## src/logic/dma_pkg.sv

```systemverilog
// Constants and types shared by the two-channel banked byte mover.
// What this block does
// Outside the logic modes each byte moves from source to destination within two system clock cycles.
// Writing the upper length byte stalls the CPU and starts the transfer.
// Length is 15 bits; the engine moves length plus one bytes.
// Pointers are 15 bits; logical address bit 15 is always one.
// Continue mode increments per byte; FFFF wraps to 8000, bank increments.
// Reload mode advances, then restores pointer and bank when transfer stops.
// Fixed mode keeps the pointer constant for every byte.
// Mode register: source mode 1:0, destination mode 3:2, function 5:4.
// Select bit 1 picks the channel for pointer, bank, length, mode access.
// Select bit 0 picks source or destination pointer and bank.
// Physical address joins an 11-bit bank with the 15-bit pointer.
// Bank bit 15 maps the side onto internal RAM, ignoring other bank bits.
// With bank bit 15 set, logical 8000 to 807F reach control registers.
// Channel 0 function: copy, or three-cycle XOR, OR, AND combine.
// Channel 1 function 1x gives single-cycle transfers for the flash data port.
// Upper length byte reads back, so rewriting it retriggers with kept length.
// After the final write the bus is released on the next cycle.
// Logic modes read source, read destination, then write the combined byte.
package dma_pkg;
  localparam int PTR_W  = 15;
  localparam int BANK_W = 11;
  localparam int LEN_W  = 15;
  localparam int PHYS_W = 26;
  localparam int CNT_W  = 16;
  localparam int DATA_W = 8;
  localparam int FIFO_DEPTH = 16;

  localparam logic [9:0] IDX_PTR_LO  = 10'h058;
  localparam logic [9:0] IDX_PTR_HI  = 10'h059;
  localparam logic [9:0] IDX_BANK_LO = 10'h05A;
  localparam logic [9:0] IDX_BANK_HI = 10'h05B;
  localparam logic [9:0] IDX_LEN_LO  = 10'h05C;
  localparam logic [9:0] IDX_LEN_HI  = 10'h05D;
  localparam logic [9:0] IDX_SELECT  = 10'h05E;
  localparam logic [9:0] IDX_MODE    = 10'h05F;

  localparam logic [7:0] PTRH_MASK  = 8'h7F;
  localparam logic [7:0] BANKH_MASK = 8'h87;
  localparam logic [7:0] SEL_MASK   = 8'h03;
  localparam logic [7:0] MODE_MASK  = 8'h3F;
  localparam logic [15:0] REG_RESET = 16'h0000;

  localparam int BANK_SW_BIT  = 15;
  localparam int SEL_CH_BIT   = 1;
  localparam int SEL_SIDE_BIT = 0;
  localparam int MODE_SRC_LSB = 0;
  localparam int MODE_DST_LSB = 2;
  localparam int MODE_FN_LSB  = 4;
  localparam int FIXED_BIT    = 1;
  localparam int FAST_BIT     = 1;

  localparam logic [1:0] PM_CONT   = 2'h0;
  localparam logic [1:0] PM_RELOAD = 2'h1;
  localparam logic [1:0] FN_NORMAL = 2'h0;
  localparam logic [1:0] FN_XOR    = 2'h1;
  localparam logic [1:0] FN_OR     = 2'h2;
  localparam logic [1:0] FN_AND    = 2'h3;
  localparam logic [14:0] CTRL_LAST = 15'h007F;

  localparam int CLK_MHZ  = 100;
  localparam int BYTE_NS  = 20;
  localparam int BYTE_CYC = BYTE_NS * CLK_MHZ / 1000;

  typedef enum logic [2:0] {
    ST_IDLE   = 3'h0,
    ST_RD_SRC = 3'h1,
    ST_RD_DST = 3'h2,
    ST_WR     = 3'h3,
    ST_FAST   = 3'h4
  } state_t;

  typedef enum logic [1:0] {
    SP_PHYS = 2'h0,
    SP_RAM  = 2'h1,
    SP_CTRL = 2'h2
  } space_t;
endpackage : dma_pkg

```

## src/logic/byte_fifo.sv

```systemverilog
// Byte FIFO between the read and the write side of the mover.
`timescale 1ns/1ps
`default_nettype none
module byte_fifo #(
  parameter int W = 8,
  parameter int D = 16
) (
  input  wire logic         clk,
  input  wire logic         arst_n,
  input  wire logic         in_valid,
  output logic              in_ready,
  input  wire logic [W-1:0] in_data,
  output logic              out_valid,
  input  wire logic         out_ready,
  output logic [W-1:0]      out_data
);
  localparam int AW = $clog2(D);

  typedef struct packed {
    logic [D-1:0][W-1:0] mem;
    logic [AW-1:0]       wp;
    logic [AW-1:0]       rp;
    logic [AW:0]         cnt;
  } fifo_t;

  fifo_t f;
  fifo_t next_f;
  logic  push;
  logic  pop;

  assign in_ready  = f.cnt != (AW+1)'(D);
  assign out_valid = f.cnt != '0;
  assign out_data  = f.mem[f.rp];
  assign push      = in_valid && in_ready;
  assign pop       = out_valid && out_ready;

  always_comb begin
    next_f = f;
    if (push) begin
      next_f.mem[f.wp] = in_data;
      next_f.wp = (f.wp == AW'(D-1)) ? '0 : f.wp + 1'b1;
    end
    if (pop) begin
      next_f.rp = (f.rp == AW'(D-1)) ? '0 : f.rp + 1'b1;
    end
    next_f.cnt = f.cnt + (AW+1)'(push) - (AW+1)'(pop);
  end

  always_ff @(posedge clk or negedge arst_n) begin
    if (!arst_n) begin
      f <= '0;
    end else begin
      f <= next_f;
    end
  end
endmodule : byte_fifo
`default_nettype wire

```

## src/logic/ptr_step.sv

```systemverilog
// Next pointer and bank of one transfer side after a byte.
`timescale 1ns/1ps
`default_nettype none
module ptr_step (
  input  wire logic [14:0] ptr,
  input  wire logic [15:0] bank,
  input  wire logic [1:0]  mode,
  output logic [14:0]      next_ptr,
  output logic [15:0]      next_bank
);
  logic [15:0] sum;

  assign sum = {1'b0, ptr} + 16'h0001;

  always_comb begin
    next_ptr  = ptr;
    next_bank = bank;
    // fixed holds pointer
    if (!mode[dma_pkg::FIXED_BIT]) begin
      // wrap and bank step
      next_ptr = sum[14:0];
      if (sum[dma_pkg::PTR_W]) begin
        next_bank[10:0] = bank[10:0] + 11'h001;
      end
    end
  end
endmodule : ptr_step
`default_nettype wire

```

## src/logic/banked_dma.sv

```systemverilog
// Two-channel banked byte mover with APB registers and a byte bus master.
`timescale 1ns/1ps
`default_nettype none
module banked_dma #(
  parameter int FIFO_D = dma_pkg::FIFO_DEPTH
) (
  input  wire logic        clk,
  input  wire logic        arst_n,
  input  wire logic        psel,
  input  wire logic        penable,
  input  wire logic        pwrite,
  input  wire logic [11:0] paddr,
  input  wire logic [31:0] pwdata,
  input  wire logic [3:0]  pstrb,
  output logic [31:0]      prdata,
  output logic             pready,
  output logic             pslverr,
  output logic             cpu_hold,
  output logic             rd_en,
  output logic [25:0]      rd_addr,
  output logic [1:0]       rd_space,
  input  wire logic [7:0]  rd_data,
  output logic             wr_en,
  output logic [25:0]      wr_addr,
  output logic [1:0]       wr_space,
  output logic [7:0]       wr_data
);
  typedef struct packed {
    dma_pkg::state_t        st;
    logic [1:0]             sel;
    logic                   ch;
    logic [1:0][1:0][14:0]  ptr;
    logic [1:0][1:0][15:0]  bank;
    logic [1:0][14:0]       len;
    logic [1:0][5:0]        mode;
    logic [1:0][14:0]       cptr;
    logic [1:0][15:0]       cbank;
    logic [15:0]            rleft;
    logic [15:0]            wleft;
    logic [7:0]             dbuf;
  } regs_t;

  regs_t       s;
  regs_t       next_s;
  logic [9:0]  idx;
  logic        hit;
  logic        wr_acc;
  logic        busy;
  logic [5:0]  am;
  logic [1:0]  smode;
  logic [1:0]  dmode;
  logic [1:0]  fn;
  logic        logic_mode;
  logic        fast;
  logic        rd_dst_side;
  logic        f_in_valid;
  logic        f_in_ready;
  logic        f_out_valid;
  logic [7:0]  f_out_data;
  logic [14:0] adv_ptr_src;
  logic [15:0] adv_bank_src;
  logic [14:0] adv_ptr_dst;
  logic [15:0] adv_bank_dst;
  logic [27:0] rmap;
  logic [27:0] wmap;
  logic [7:0]  rbyte;
  logic        last_wr;
  logic [14:0] new_len;

  // Bank bit 15 picks internal RAM; its low 128 bytes are control registers.
  function automatic logic [27:0] map_addr(input logic [15:0] bank, input logic [14:0] ptr);
    logic [1:0] sp;
    logic [25:0] a;
    sp = dma_pkg::SP_PHYS;
    a = {bank[10:0], ptr};
    // internal RAM window
    if (bank[dma_pkg::BANK_SW_BIT]) begin
      a = {11'h000, ptr};
      // control register window
      sp = (ptr <= dma_pkg::CTRL_LAST) ? dma_pkg::SP_CTRL : dma_pkg::SP_RAM;
    end
    return {sp, a};
  endfunction : map_addr

  assign busy     = s.st != dma_pkg::ST_IDLE;
  assign cpu_hold = busy;
  assign idx      = paddr[11:2];
  assign hit      = (paddr[1:0] == 2'h0) && (idx >= dma_pkg::IDX_PTR_LO)
                    && (idx <= dma_pkg::IDX_MODE);
  // CPU accesses wait while busy
  assign pready   = !busy;
  assign pslverr  = psel && penable && !hit;
  assign wr_acc   = psel && penable && pready && pwrite && hit && pstrb[0];

  // mode field split
  assign am         = s.mode[s.ch];
  assign smode      = am[dma_pkg::MODE_SRC_LSB +: 2];
  assign dmode      = am[dma_pkg::MODE_DST_LSB +: 2];
  assign fn         = am[dma_pkg::MODE_FN_LSB +: 2];
  assign logic_mode = !s.ch && (fn != dma_pkg::FN_NORMAL);
  // channel 1 single cycle
  assign fast       = s.ch && fn[dma_pkg::FAST_BIT];

  // read one cycle, write the next
  always_comb begin
    rd_en = 1'b0;
    case (s.st)
      dma_pkg::ST_RD_SRC: rd_en = f_in_ready;
      dma_pkg::ST_RD_DST: rd_en = 1'b1;
      dma_pkg::ST_FAST:   rd_en = (s.rleft != 16'h0000) && f_in_ready;
      default:            rd_en = 1'b0;
    endcase
  end

  assign wr_en       = ((s.st == dma_pkg::ST_WR) || (s.st == dma_pkg::ST_FAST)) && f_out_valid;
  assign f_in_valid  = rd_en && (s.st != dma_pkg::ST_RD_DST);
  assign rd_dst_side = s.st == dma_pkg::ST_RD_DST;
  assign last_wr     = wr_en && (s.wleft == 16'h0001);

  // bank and pointer form the address
  assign rmap     = map_addr(s.cbank[rd_dst_side], s.cptr[rd_dst_side]);
  assign wmap     = map_addr(s.cbank[1], s.cptr[1]);
  assign rd_addr  = rmap[25:0];
  assign rd_space = rmap[27:26];
  assign wr_addr  = wmap[25:0];
  assign wr_space = wmap[27:26];

  // combine source with destination
  always_comb begin
    wr_data = f_out_data;
    if (logic_mode) begin
      case (fn)
        dma_pkg::FN_XOR: wr_data = f_out_data ^ s.dbuf;
        dma_pkg::FN_OR:  wr_data = f_out_data | s.dbuf;
        dma_pkg::FN_AND: wr_data = f_out_data & s.dbuf;
        default:         wr_data = f_out_data;
      endcase
    end
  end

  byte_fifo #(
    .W (dma_pkg::DATA_W),
    .D (FIFO_D)
  ) u_fifo (
    .clk       (clk),
    .arst_n    (arst_n),
    .in_valid  (f_in_valid),
    .in_ready  (f_in_ready),
    .in_data   (rd_data),
    .out_valid (f_out_valid),
    .out_ready (wr_en),
    .out_data  (f_out_data)
  );

  ptr_step u_src_step (
    .ptr       (s.cptr[0]),
    .bank      (s.cbank[0]),
    .mode      (smode),
    .next_ptr  (adv_ptr_src),
    .next_bank (adv_bank_src)
  );

  ptr_step u_dst_step (
    .ptr       (s.cptr[1]),
    .bank      (s.cbank[1]),
    .mode      (dmode),
    .next_ptr  (adv_ptr_dst),
    .next_bank (adv_bank_dst)
  );

  // channel picked by select bit 1
  // side picked by select bit 0
  always_comb begin
    rbyte = 8'h00;
    case (idx)
      dma_pkg::IDX_PTR_LO:  rbyte = s.ptr[s.sel[1]][s.sel[0]][7:0];
      dma_pkg::IDX_PTR_HI:  rbyte = {1'b0, s.ptr[s.sel[1]][s.sel[0]][14:8]};
      dma_pkg::IDX_BANK_LO: rbyte = s.bank[s.sel[1]][s.sel[0]][7:0];
      dma_pkg::IDX_BANK_HI: rbyte = s.bank[s.sel[1]][s.sel[0]][15:8] & dma_pkg::BANKH_MASK;
      dma_pkg::IDX_LEN_LO:  rbyte = s.len[s.sel[1]][7:0];
      // upper length byte reads back
      dma_pkg::IDX_LEN_HI:  rbyte = {1'b0, s.len[s.sel[1]][14:8]};
      dma_pkg::IDX_SELECT:  rbyte = {6'h00, s.sel};
      dma_pkg::IDX_MODE:    rbyte = {2'h0, s.mode[s.sel[1]]};
      default:              rbyte = 8'h00;
    endcase
  end
  assign prdata  = {24'h000000, hit ? rbyte : 8'h00};
  assign new_len = {pwdata[6:0], s.len[s.sel[1]][7:0]};

  always_comb begin
    next_s = s;
    if (wr_acc) begin
      case (idx)
        dma_pkg::IDX_PTR_LO:  next_s.ptr[s.sel[1]][s.sel[0]][7:0] = pwdata[7:0];
        // fifteen-bit pointer
        dma_pkg::IDX_PTR_HI:
          next_s.ptr[s.sel[1]][s.sel[0]][14:8] = pwdata[6:0] & dma_pkg::PTRH_MASK[6:0];
        dma_pkg::IDX_BANK_LO: next_s.bank[s.sel[1]][s.sel[0]][7:0] = pwdata[7:0];
        dma_pkg::IDX_BANK_HI:
          next_s.bank[s.sel[1]][s.sel[0]][15:8] = pwdata[7:0] & dma_pkg::BANKH_MASK;
        dma_pkg::IDX_LEN_LO:  next_s.len[s.sel[1]][7:0] = pwdata[7:0];
        dma_pkg::IDX_LEN_HI: begin
          // trigger write starts the channel
          // length plus one bytes
          next_s.len[s.sel[1]] = new_len;
          next_s.ch = s.sel[dma_pkg::SEL_CH_BIT];
          next_s.cptr = s.ptr[s.sel[1]];
          next_s.cbank = s.bank[s.sel[1]];
          next_s.rleft = {1'b0, new_len} + 16'h0001;
          next_s.wleft = {1'b0, new_len} + 16'h0001;
          next_s.st = (s.sel[1] && s.mode[1][dma_pkg::MODE_FN_LSB + dma_pkg::FAST_BIT])
                      ? dma_pkg::ST_FAST : dma_pkg::ST_RD_SRC;
        end
        dma_pkg::IDX_SELECT:  next_s.sel = pwdata[1:0] & dma_pkg::SEL_MASK[1:0];
        dma_pkg::IDX_MODE:    next_s.mode[s.sel[1]] = pwdata[5:0] & dma_pkg::MODE_MASK[5:0];
        default:              next_s.sel = s.sel;
      endcase
    end
    if (rd_en && f_in_valid) begin
      next_s.cptr[0] = adv_ptr_src;
      next_s.cbank[0] = adv_bank_src;
      next_s.rleft = s.rleft - 16'h0001;
    end
    if (wr_en) begin
      next_s.cptr[1] = adv_ptr_dst;
      next_s.cbank[1] = adv_bank_dst;
      next_s.wleft = s.wleft - 16'h0001;
    end
    case (s.st)
      dma_pkg::ST_RD_SRC: begin
        // source read, then destination read
        if (rd_en) begin
          next_s.st = logic_mode ? dma_pkg::ST_RD_DST : dma_pkg::ST_WR;
        end
      end
      dma_pkg::ST_RD_DST: begin
        next_s.dbuf = rd_data;
        next_s.st = dma_pkg::ST_WR;
      end
      dma_pkg::ST_WR: begin
        if (wr_en) begin
          next_s.st = dma_pkg::ST_RD_SRC;
        end
      end
      default: next_s.dbuf = s.dbuf;
    endcase
    if (last_wr) begin
      // release on the next cycle
      next_s.st = dma_pkg::ST_IDLE;
      // reload keeps the start values
      if (smode != dma_pkg::PM_RELOAD) begin
        next_s.ptr[s.ch][0] = adv_ptr_src;
        next_s.bank[s.ch][0] = adv_bank_src;
        if (!(rd_en && f_in_valid)) begin
          next_s.ptr[s.ch][0] = s.cptr[0];
          next_s.bank[s.ch][0] = s.cbank[0];
        end
      end
      if (dmode != dma_pkg::PM_RELOAD) begin
        next_s.ptr[s.ch][1] = adv_ptr_dst;
        next_s.bank[s.ch][1] = adv_bank_dst;
      end
    end
  end

  always_ff @(posedge clk or negedge arst_n) begin
    if (!arst_n) begin
      s <= '0;
      s.st <= dma_pkg::ST_IDLE;
      s.len <= {2{dma_pkg::REG_RESET[14:0]}};
    end else begin
      s <= next_s;
    end
  end

  // Bytes written during the current transfer, read only by the checks below.
  logic [15:0] wcnt;
  always_ff @(posedge clk or negedge arst_n) begin
    if (!arst_n) begin
      wcnt <= 16'h0000;
    end else if (!busy) begin
      wcnt <= 16'h0000;
    end else if (wr_en) begin
      wcnt <= wcnt + 16'h0001;
    end
  end
endmodule : banked_dma
`default_nettype wire

```

## config.mk

```make
export PLATFORM = sky130hd
export DESIGN_NAME = banked_dma
export DESIGN_NICKNAME = d
export VERILOG_FILES = /design/src/logic/dma_pkg.sv /design/src/logic/byte_fifo.sv /design/src/logic/ptr_step.sv /design/src/logic/banked_dma.sv
export SDC_FILE = /design/constraint.sdc
export NUM_CORES = 1
export LEC_CHECK = 0
export BUFFER_PORTS_ARGS = -buffer_cell sky130_fd_sc_hd__buf_2
export CAP_MARGIN = 20
export CORE_MARGIN = 2
export CORE_UTILIZATION = 56
export CTS_CLUSTER_DIAMETER = 40
export DETAILED_ROUTE_END_ITERATION = 10
export PLACE_DENSITY = 0.8
export SYNTH_ARGS = -nofsm -noshare
export SYNTH_HDL_FRONTEND = slang
export SYNTH_SLANG_ARGS = --single-unit
```

## constraint.sdc

```tcl
create_clock -name clk -period 3.7 [get_ports clk]
set_clock_uncertainty 0.15 [all_clocks]
set_input_delay 0.185 -clock clk [delete_from_list [all_inputs] [get_ports clk]]
set_output_delay 0.185 -clock clk [all_outputs]
set_load 0.005 [all_outputs]
```

==> results of run 1 <==
final cells by class:
type	instances	area (um^2)
Tap cell	532	665.6
Multi-Input combinational cell	1574	12130
Sequential cell	391	9792
Clock inverter	30	342.8
Timing Repair Buffer	206	1444
Inverter	52	195.2
Fill cell	2987	14640
Antenna cell	2	5.005
Clock buffer	66	1435
power breakdown:
part           switching (W)  internal (W)
Clock                0.00210       0.00308
Sequential          0.000773       0.00518
Combinational        0.00305       0.00233
Total                0.00593        0.0106
state kept, by name, indices dropped and copies added, names as in the netlist:
register  flops
u_fifo.f    141
s           250
Yosys cell counts (6+ instances only):
cell type and instances:
a21o_1 16, nand2_1 197, o32a_1 6, o311ai_0 8, o21ai_0 117, xnor2_1 39
inv_1 50, a31oi_1 18, mux2_4 32, buf_4 39, a22oi_1 22, nor2_1 107
o22ai_1 20, or3_1 18, o21ai_1 17, nor3_1 35, nand2b_1 6, and3_1 26
a221o_1 10, mux2_1 69, xor2_1 31, nor4_1 16, o221ai_1 24, clkbuf_1 124
mux2i_1 217, a21oi_1 85, nand3_1 34, or4_1 7, ha_1 35, nor2b_1 17
a221oi_1 17, mux4_2 17, dfrtp_1 391, nand4_1 28, mux2_2 152, o211ai_1 23
buf_2 19, and2_1 8, buf_1 16
path summary, 6_finish.rpt:
check                        startpoint      endpoint  slack, ns  cells past startpoint
min reg2reg                u_fifo.f[68]  u_fifo.f[68]       0.33                      1
min                           pwdata[0]        s[269]       0.06                      3
max in group asynchronous        arst_n        s[234]       2.19                      3
max                         u_fifo.f[5]    wr_data[2]      -0.04                     10
max reg2reg                       s[34]   u_fifo.f[4]       0.28                     11
min in group asynchronous        arst_n  u_fifo.f[33]       0.08                      2
routing by layer:
metal	up-vias	GRT usage (%)	share of wire, %
li1	8106	-	-
met1	9476	47.56	40
met2	1212	50.38	43
met3	242	9.729	12
met4	4	13.78	4.3
met5	-	0	0.031
logic make-up after synthesis:
family                   after synthesis  synth area share, %
adder cells (fa/ha/maj)               36                1.999
AO/OA/AOI/OAI                        420                11.95
XOR/XNOR                              70                2.677
other                                  1              0.01637
multiplexers                         487                24.12
AND/OR/NAND/NOR                      537                11.44
flip-flops                           391                42.72
buffers and inverters                255                5.085
metrics by stage:
| stage | power (W) | setup slack (ns) | cell area (um^2) | TNS (ns) |
|---|---|---|---|---|
| detailed placement | 0.01095 | 0.3216 | 23980 | 0 |
| global route | 0.01719 | -0.09715 | 26000 | -0.3510 |
| global placement | 0.01066 | 0.3764 | 23980 | 0 |
| floorplan | 0.009253 | 0.02559 | 22990 | 0 |
| finish | 0.01651 | -0.04410 | 26000 | -0.07849 |
| CTS | 0.01625 | 0.03034 | 25910 | 0 |
worst min-delay path, cell delays in order:
cell,delay (ns)
buf_2,0.35
nand2_1,0.14
o21ai_0,0.07
what timing repair did:
action / CTS / global route
hold endpoints to repair: 163 / 0
gates resized for setup: 3 / 9
setup buffers: 1 / 5
hold buffers: 12 / 0
setup endpoints to repair: 8 / 9
==> impl_metrics.tcl, run 1 <==
set metrics [dict create \
    final_core_util_pct 63.98 \
    num_rows 74 \
    cap_violations 0 \
    cts_root_buf "clkbuf_16" \
    drt-total-wl_mm 73.28 \
    post-route-period-util_pct 101.2 \
    layout-drive-gt1-share_pct 22.47 \
    synthTopCellsByArea "dfrtp_1 (43%), mux2i_1 (9.5%), mux2_2 (7.5%)" \
    grt_start_max_net_pins 112 \
    cp_max_fo 11 \
    slowest_delay_ns 0.59 \
    path_clk_slew_ns 0.06 \
    yosys.area.top_type "dfrtp_1" \
    place_inst 2737 \
    final_hold_viol_count 0 \
    ioPinCount 162 \
    cp_slowest_cell "dfrtp_4" \
    drcViolationCount 0 \
    setup_viol 3 \
    leakage_nw 12.34 \
    area_delta_synth_final_pct 13.53 \
    grt_remaining_overflow 0 \
    crit_buf_inv 2 \
    crit_top_cell "nand2_1" \
    final_cell_count_no_fill 2853 \
    critical_path.endpoint_type "output pin" \
    vias_per_cell 6.674 \
    synth-seq-cells 391 \
    io_buffer_count 110 \
    critPathLaunchType "flip-flop" \
    coreArea_um2 40650 \
    ant_nets 0 \
    synth_edf_count 0 \
    drt_iter0_drc 2653 \
    cts_buffers 53 \
    rsz0062_at_grt "yes" \
    grt_pass1_wl_mm 110.1 \
    setup_slack_ns -0.04410 \
    synth.cell_area_um2 22910 \
    antenna_found_initial 4 \
    synth-seq-area-share_pct 42.72 \
    syn_area_per_cell_um2 10.43 \
    clkSinkCount 391 \
    outcome "finished, violations left" \
    power_density_nw_per_um2 635.0 \
    crit_type "reg -> out" \
    violations "negative setup slack" \
    critical_path.cell_chain "buf_4 -> mux4_2 -> a22oi_1 -> nand2_1 -> ha_1 -> nand2_1 -> o21ai_0 -> a221oi_2 -> a31oi_1 -> buf_2" \
    htree_levels 2 \
    ys_async_sr_fraction_pct 100.0 \
    finalMaxSlewViolations 0 \
    critPathRequiredTime_ns 3.37 \
    irDropWorstVdd_v 0.0004940 \
    worstMarginPinSlew_ns 0.9036 \
    holdWs_ns 0.06386 \
    final_cell_mix "dfrtp_1 (389), mux2i_1 (217), nand2_1 (197)" \
    vias 19040 \
    yosys_warnings 0 \
    gp_congestion 0.9935 \
    synth_ff_type "dfrtp_1" \
    cts_tree "done" \
    die_area_um2 42540 \
    fin_crit_ns 3.744 \
    layout_commonest_cell "dfrtp_1" \
    fmax_mhz 267.1 \
    cp.arrival_ns 3.41 \
    netlist_instances 2197 \
    wire_per_inst_um 25.68 \
    max_slew_margin_pct 39.76 \
    start_util_pct 56.35 \
    nets 2375 \
    critPathTopFamily "compound AO/OA/AOI/OAI gates" \
    dr.pass1.iters 6 \
    die_h_um 206.2 \
    yosysUniqueCellTypes 81 \
    die_w_um 206.2 \
    first_global_vias 18430 \
    netlist.area_leader.share_pct 42.72 \
    post-dp-hpwl_mm 48.98 \
    track_usage_pct 34.20 \
    worstHoldPathType "in -> reg" \
    cts_buffer_depth 3 \
    clock_latency_ns 0.61 \
]
(Power assumes the default switching activity.)
==> run 2: changes to the inputs <==
--- a/config.mk
+++ b/config.mk
@@ -8,10 +8,10 @@
 export BUFFER_PORTS_ARGS = -buffer_cell sky130_fd_sc_hd__buf_2
 export CAP_MARGIN = 20
 export CORE_MARGIN = 2
-export CORE_UTILIZATION = 56
+export CORE_UTILIZATION = 45
 export CTS_CLUSTER_DIAMETER = 40
 export DETAILED_ROUTE_END_ITERATION = 10
-export PLACE_DENSITY = 0.8
+export PLACE_DENSITY_LB_ADDON = 0.1
 export SYNTH_ARGS = -nofsm -noshare
 export SYNTH_HDL_FRONTEND = slang
 export SYNTH_SLANG_ARGS = --single-unit
==> impl_metrics.tcl, run 2 (same netlist as run 1, synthesis figures left out) <==
set metrics [dict create \
    outcome "finished clean" \
    power.switching_w 0.006025 \
    final_cell_mix "dfrtp_1 (388), mux2i_1 (217), nand2_1 (196)" \
    largest_register_ffs 250 \
    critical_path.endpoint_type "output pin" \
    crit_top_cell "a21oi_1" \
    finalMaxSlewViolations 0 \
    combPwrFrac_pct 28.9 \
    drcViolationCount 0 \
    diodes 0 \
    cp_slowest_cell "dfrtp_4" \
    cts_buffer_depth 3 \
    power_density_nw_per_um2 670.7 \
    post-route-period-util_pct 97.63 \
    crit_type "reg -> out" \
    clkPwrFrac_pct 38.3 \
    track_usage_pct 29.09 \
    final_core_util_pct 53.73 \
    p_int_w 0.01206 \
    wire_per_inst_um 25.51 \
    vias 18490 \
    setup_viol 0 \
    path_clk_slew_ns 0.05 \
    critPathLaunch "s[270]" \
    cap_violations 0 \
    reg2reg_to "u_fifo.f[4]" \
    cts_buffers 73 \
    placed_cell_area_um2 24160 \
    coreArea_um2 50170 \
    first_global_vias 18260 \
    max_flop_register "s" \
    met1Wirelength_mm 36.96 \
    leakage_nw 12.70 \
    antenna_found_initial 2 \
    fmax_mhz 276.8 \
    clkSinkCount 391 \
    seqPwrFrac_pct 32.9 \
    ioPinCount 162 \
    grt_pass1_wl_mm 116.4 \
    cts_tree "done" \
    max_slew_margin_pct 34.45 \
    worstMarginPinSlew_ns 0.9832 \
    final_hold_viol_count 0 \
    r2r-start "s[34]" \
    cts_root_buf "clkbuf_16" \
    grt_start_max_net_pins 88 \
    layout_commonest_cell "dfrtp_1" \
    dr.pass1.iters 6 \
    fin_crit_ns 3.612 \
    ant_nets 0 \
    die_h_um 229.6 \
    drt-total-wl_mm 77.21 \
    crit_buf_inv 2 \
    worstHoldPathType "in -> async" \
    holdWs_ns 0.05750 \
    critPathRequiredTime_ns 3.37 \
    critPathTopFamily "compound AO/OA/AOI/OAI gates" \
    worst_r2r_path_depth 11 \
    fin_tns_setup_ns 0 \
    post-dp-hpwl_mm 53.13 \
    cp_max_fo 27 \
    dr_wl_met3_mm 5.965 \
    htree_levels 3 \
    clock_latency_ns 0.60 \
    num_rows 82 \
    gp_congestion 1.001 \
    met2WireLength_mm 32.74 \
    dr.max_layer_used "met4" \
    rsz0062_at_grt "no" \
    nets 2392 \
    switching_share_pct 33.32 \
    place_inst 2876 \
    grt_remaining_overflow 0 \
    critical_path.cell_chain "buf_4 -> mux2i_1 -> a21oi_1 -> o2111ai_1 -> o221ai_1 -> o21ai_0 -> a21oi_1 -> buf_2" \
    vias_per_cell 6.108 \
    irDropWorstVdd_v 0.0004386 \
    io_buffer_count 110 \
    reg2reg_slack_ns 0.27 \
    final_cell_count_no_fill 3027 \
    reg_top3 "s (250), u_fifo.f (141)" \
    die_w_um 229.6 \
    slowest_delay_ns 0.71 \
    start_util_pct 45.66 \
    drt_iter0_drc 2147 \
    layout-drive-gt1-share_pct 23.31 \
    area_delta_synth_final_pct 17.69 \
    cp.arrival_ns 3.28 \
    fin_area_um2 26960 \
    critPathLaunchType "flip-flop" \
    die_area_um2 52720 \
]
-- run 2: repair_timing --
action / in CTS / in global routing
endpoints found under the hold margin: 198 / 0
hold buffers: 13 / 0
endpoints found under the setup margin: 0 / 6
buffers inserted: 0 / 1
gates resized for setup: 0 / 7
-- run 2: metrics by stage --
stage               power [W]  worst slack, ns
floorplan            0.009253          0.02559
global placement      0.01082           0.2903
detailed placement    0.01099           0.3063
CTS                   0.01797          0.04640
global route          0.01897         0.008280
finish                0.01808          0.08771
-- run 2: area by class of cell --
cell class / count / area, um^2
clock buffers: 101 / 2170
clock inverters: 34 / 399.1
fillers: 4388 / 23210
inverters: 52 / 195.2
multi-input cells: 1574 / 12090
flip-flops and latches: 391 / 9791
well taps: 672 / 840.8
repair buffers: 203 / 1471
-- run 2: worst max path at each step --
stage / endpoint / slack, ns / depth (start not counted)
floorplan: u_fifo.f[4] / 0.03 / 14
global placement: u_fifo.f[4] / 0.29 / 11
detailed placement: u_fifo.f[4] / 0.31 / 11
CTS: prdata[3] / 0.05 / 9
global route: wr_data[6] / 0.008 / 12
finish: prdata[0] / 0.09 / 8
-- run 2: power groups by stage --
stage,Sequential [W],Clock (W),Combinational [W]
6_report,0.00594,0.00692,0.00522
3_3_place_gp,0.00592,0,0.00490
3_5_place_dp,0.00596,0,0.00503
5_1_grt,0.00605,0.00722,0.00570
4_1_cts,0.00591,0.00701,0.00505
2_1_floorplan,0.00565,0,0.00360
-- run 2: metal layers --
metal	track usage, %	vias up
met5	0	-
met4	8.015	0
met3	4.768	90
met2	41.95	774
met1	44.73	9465
li1	-	8159
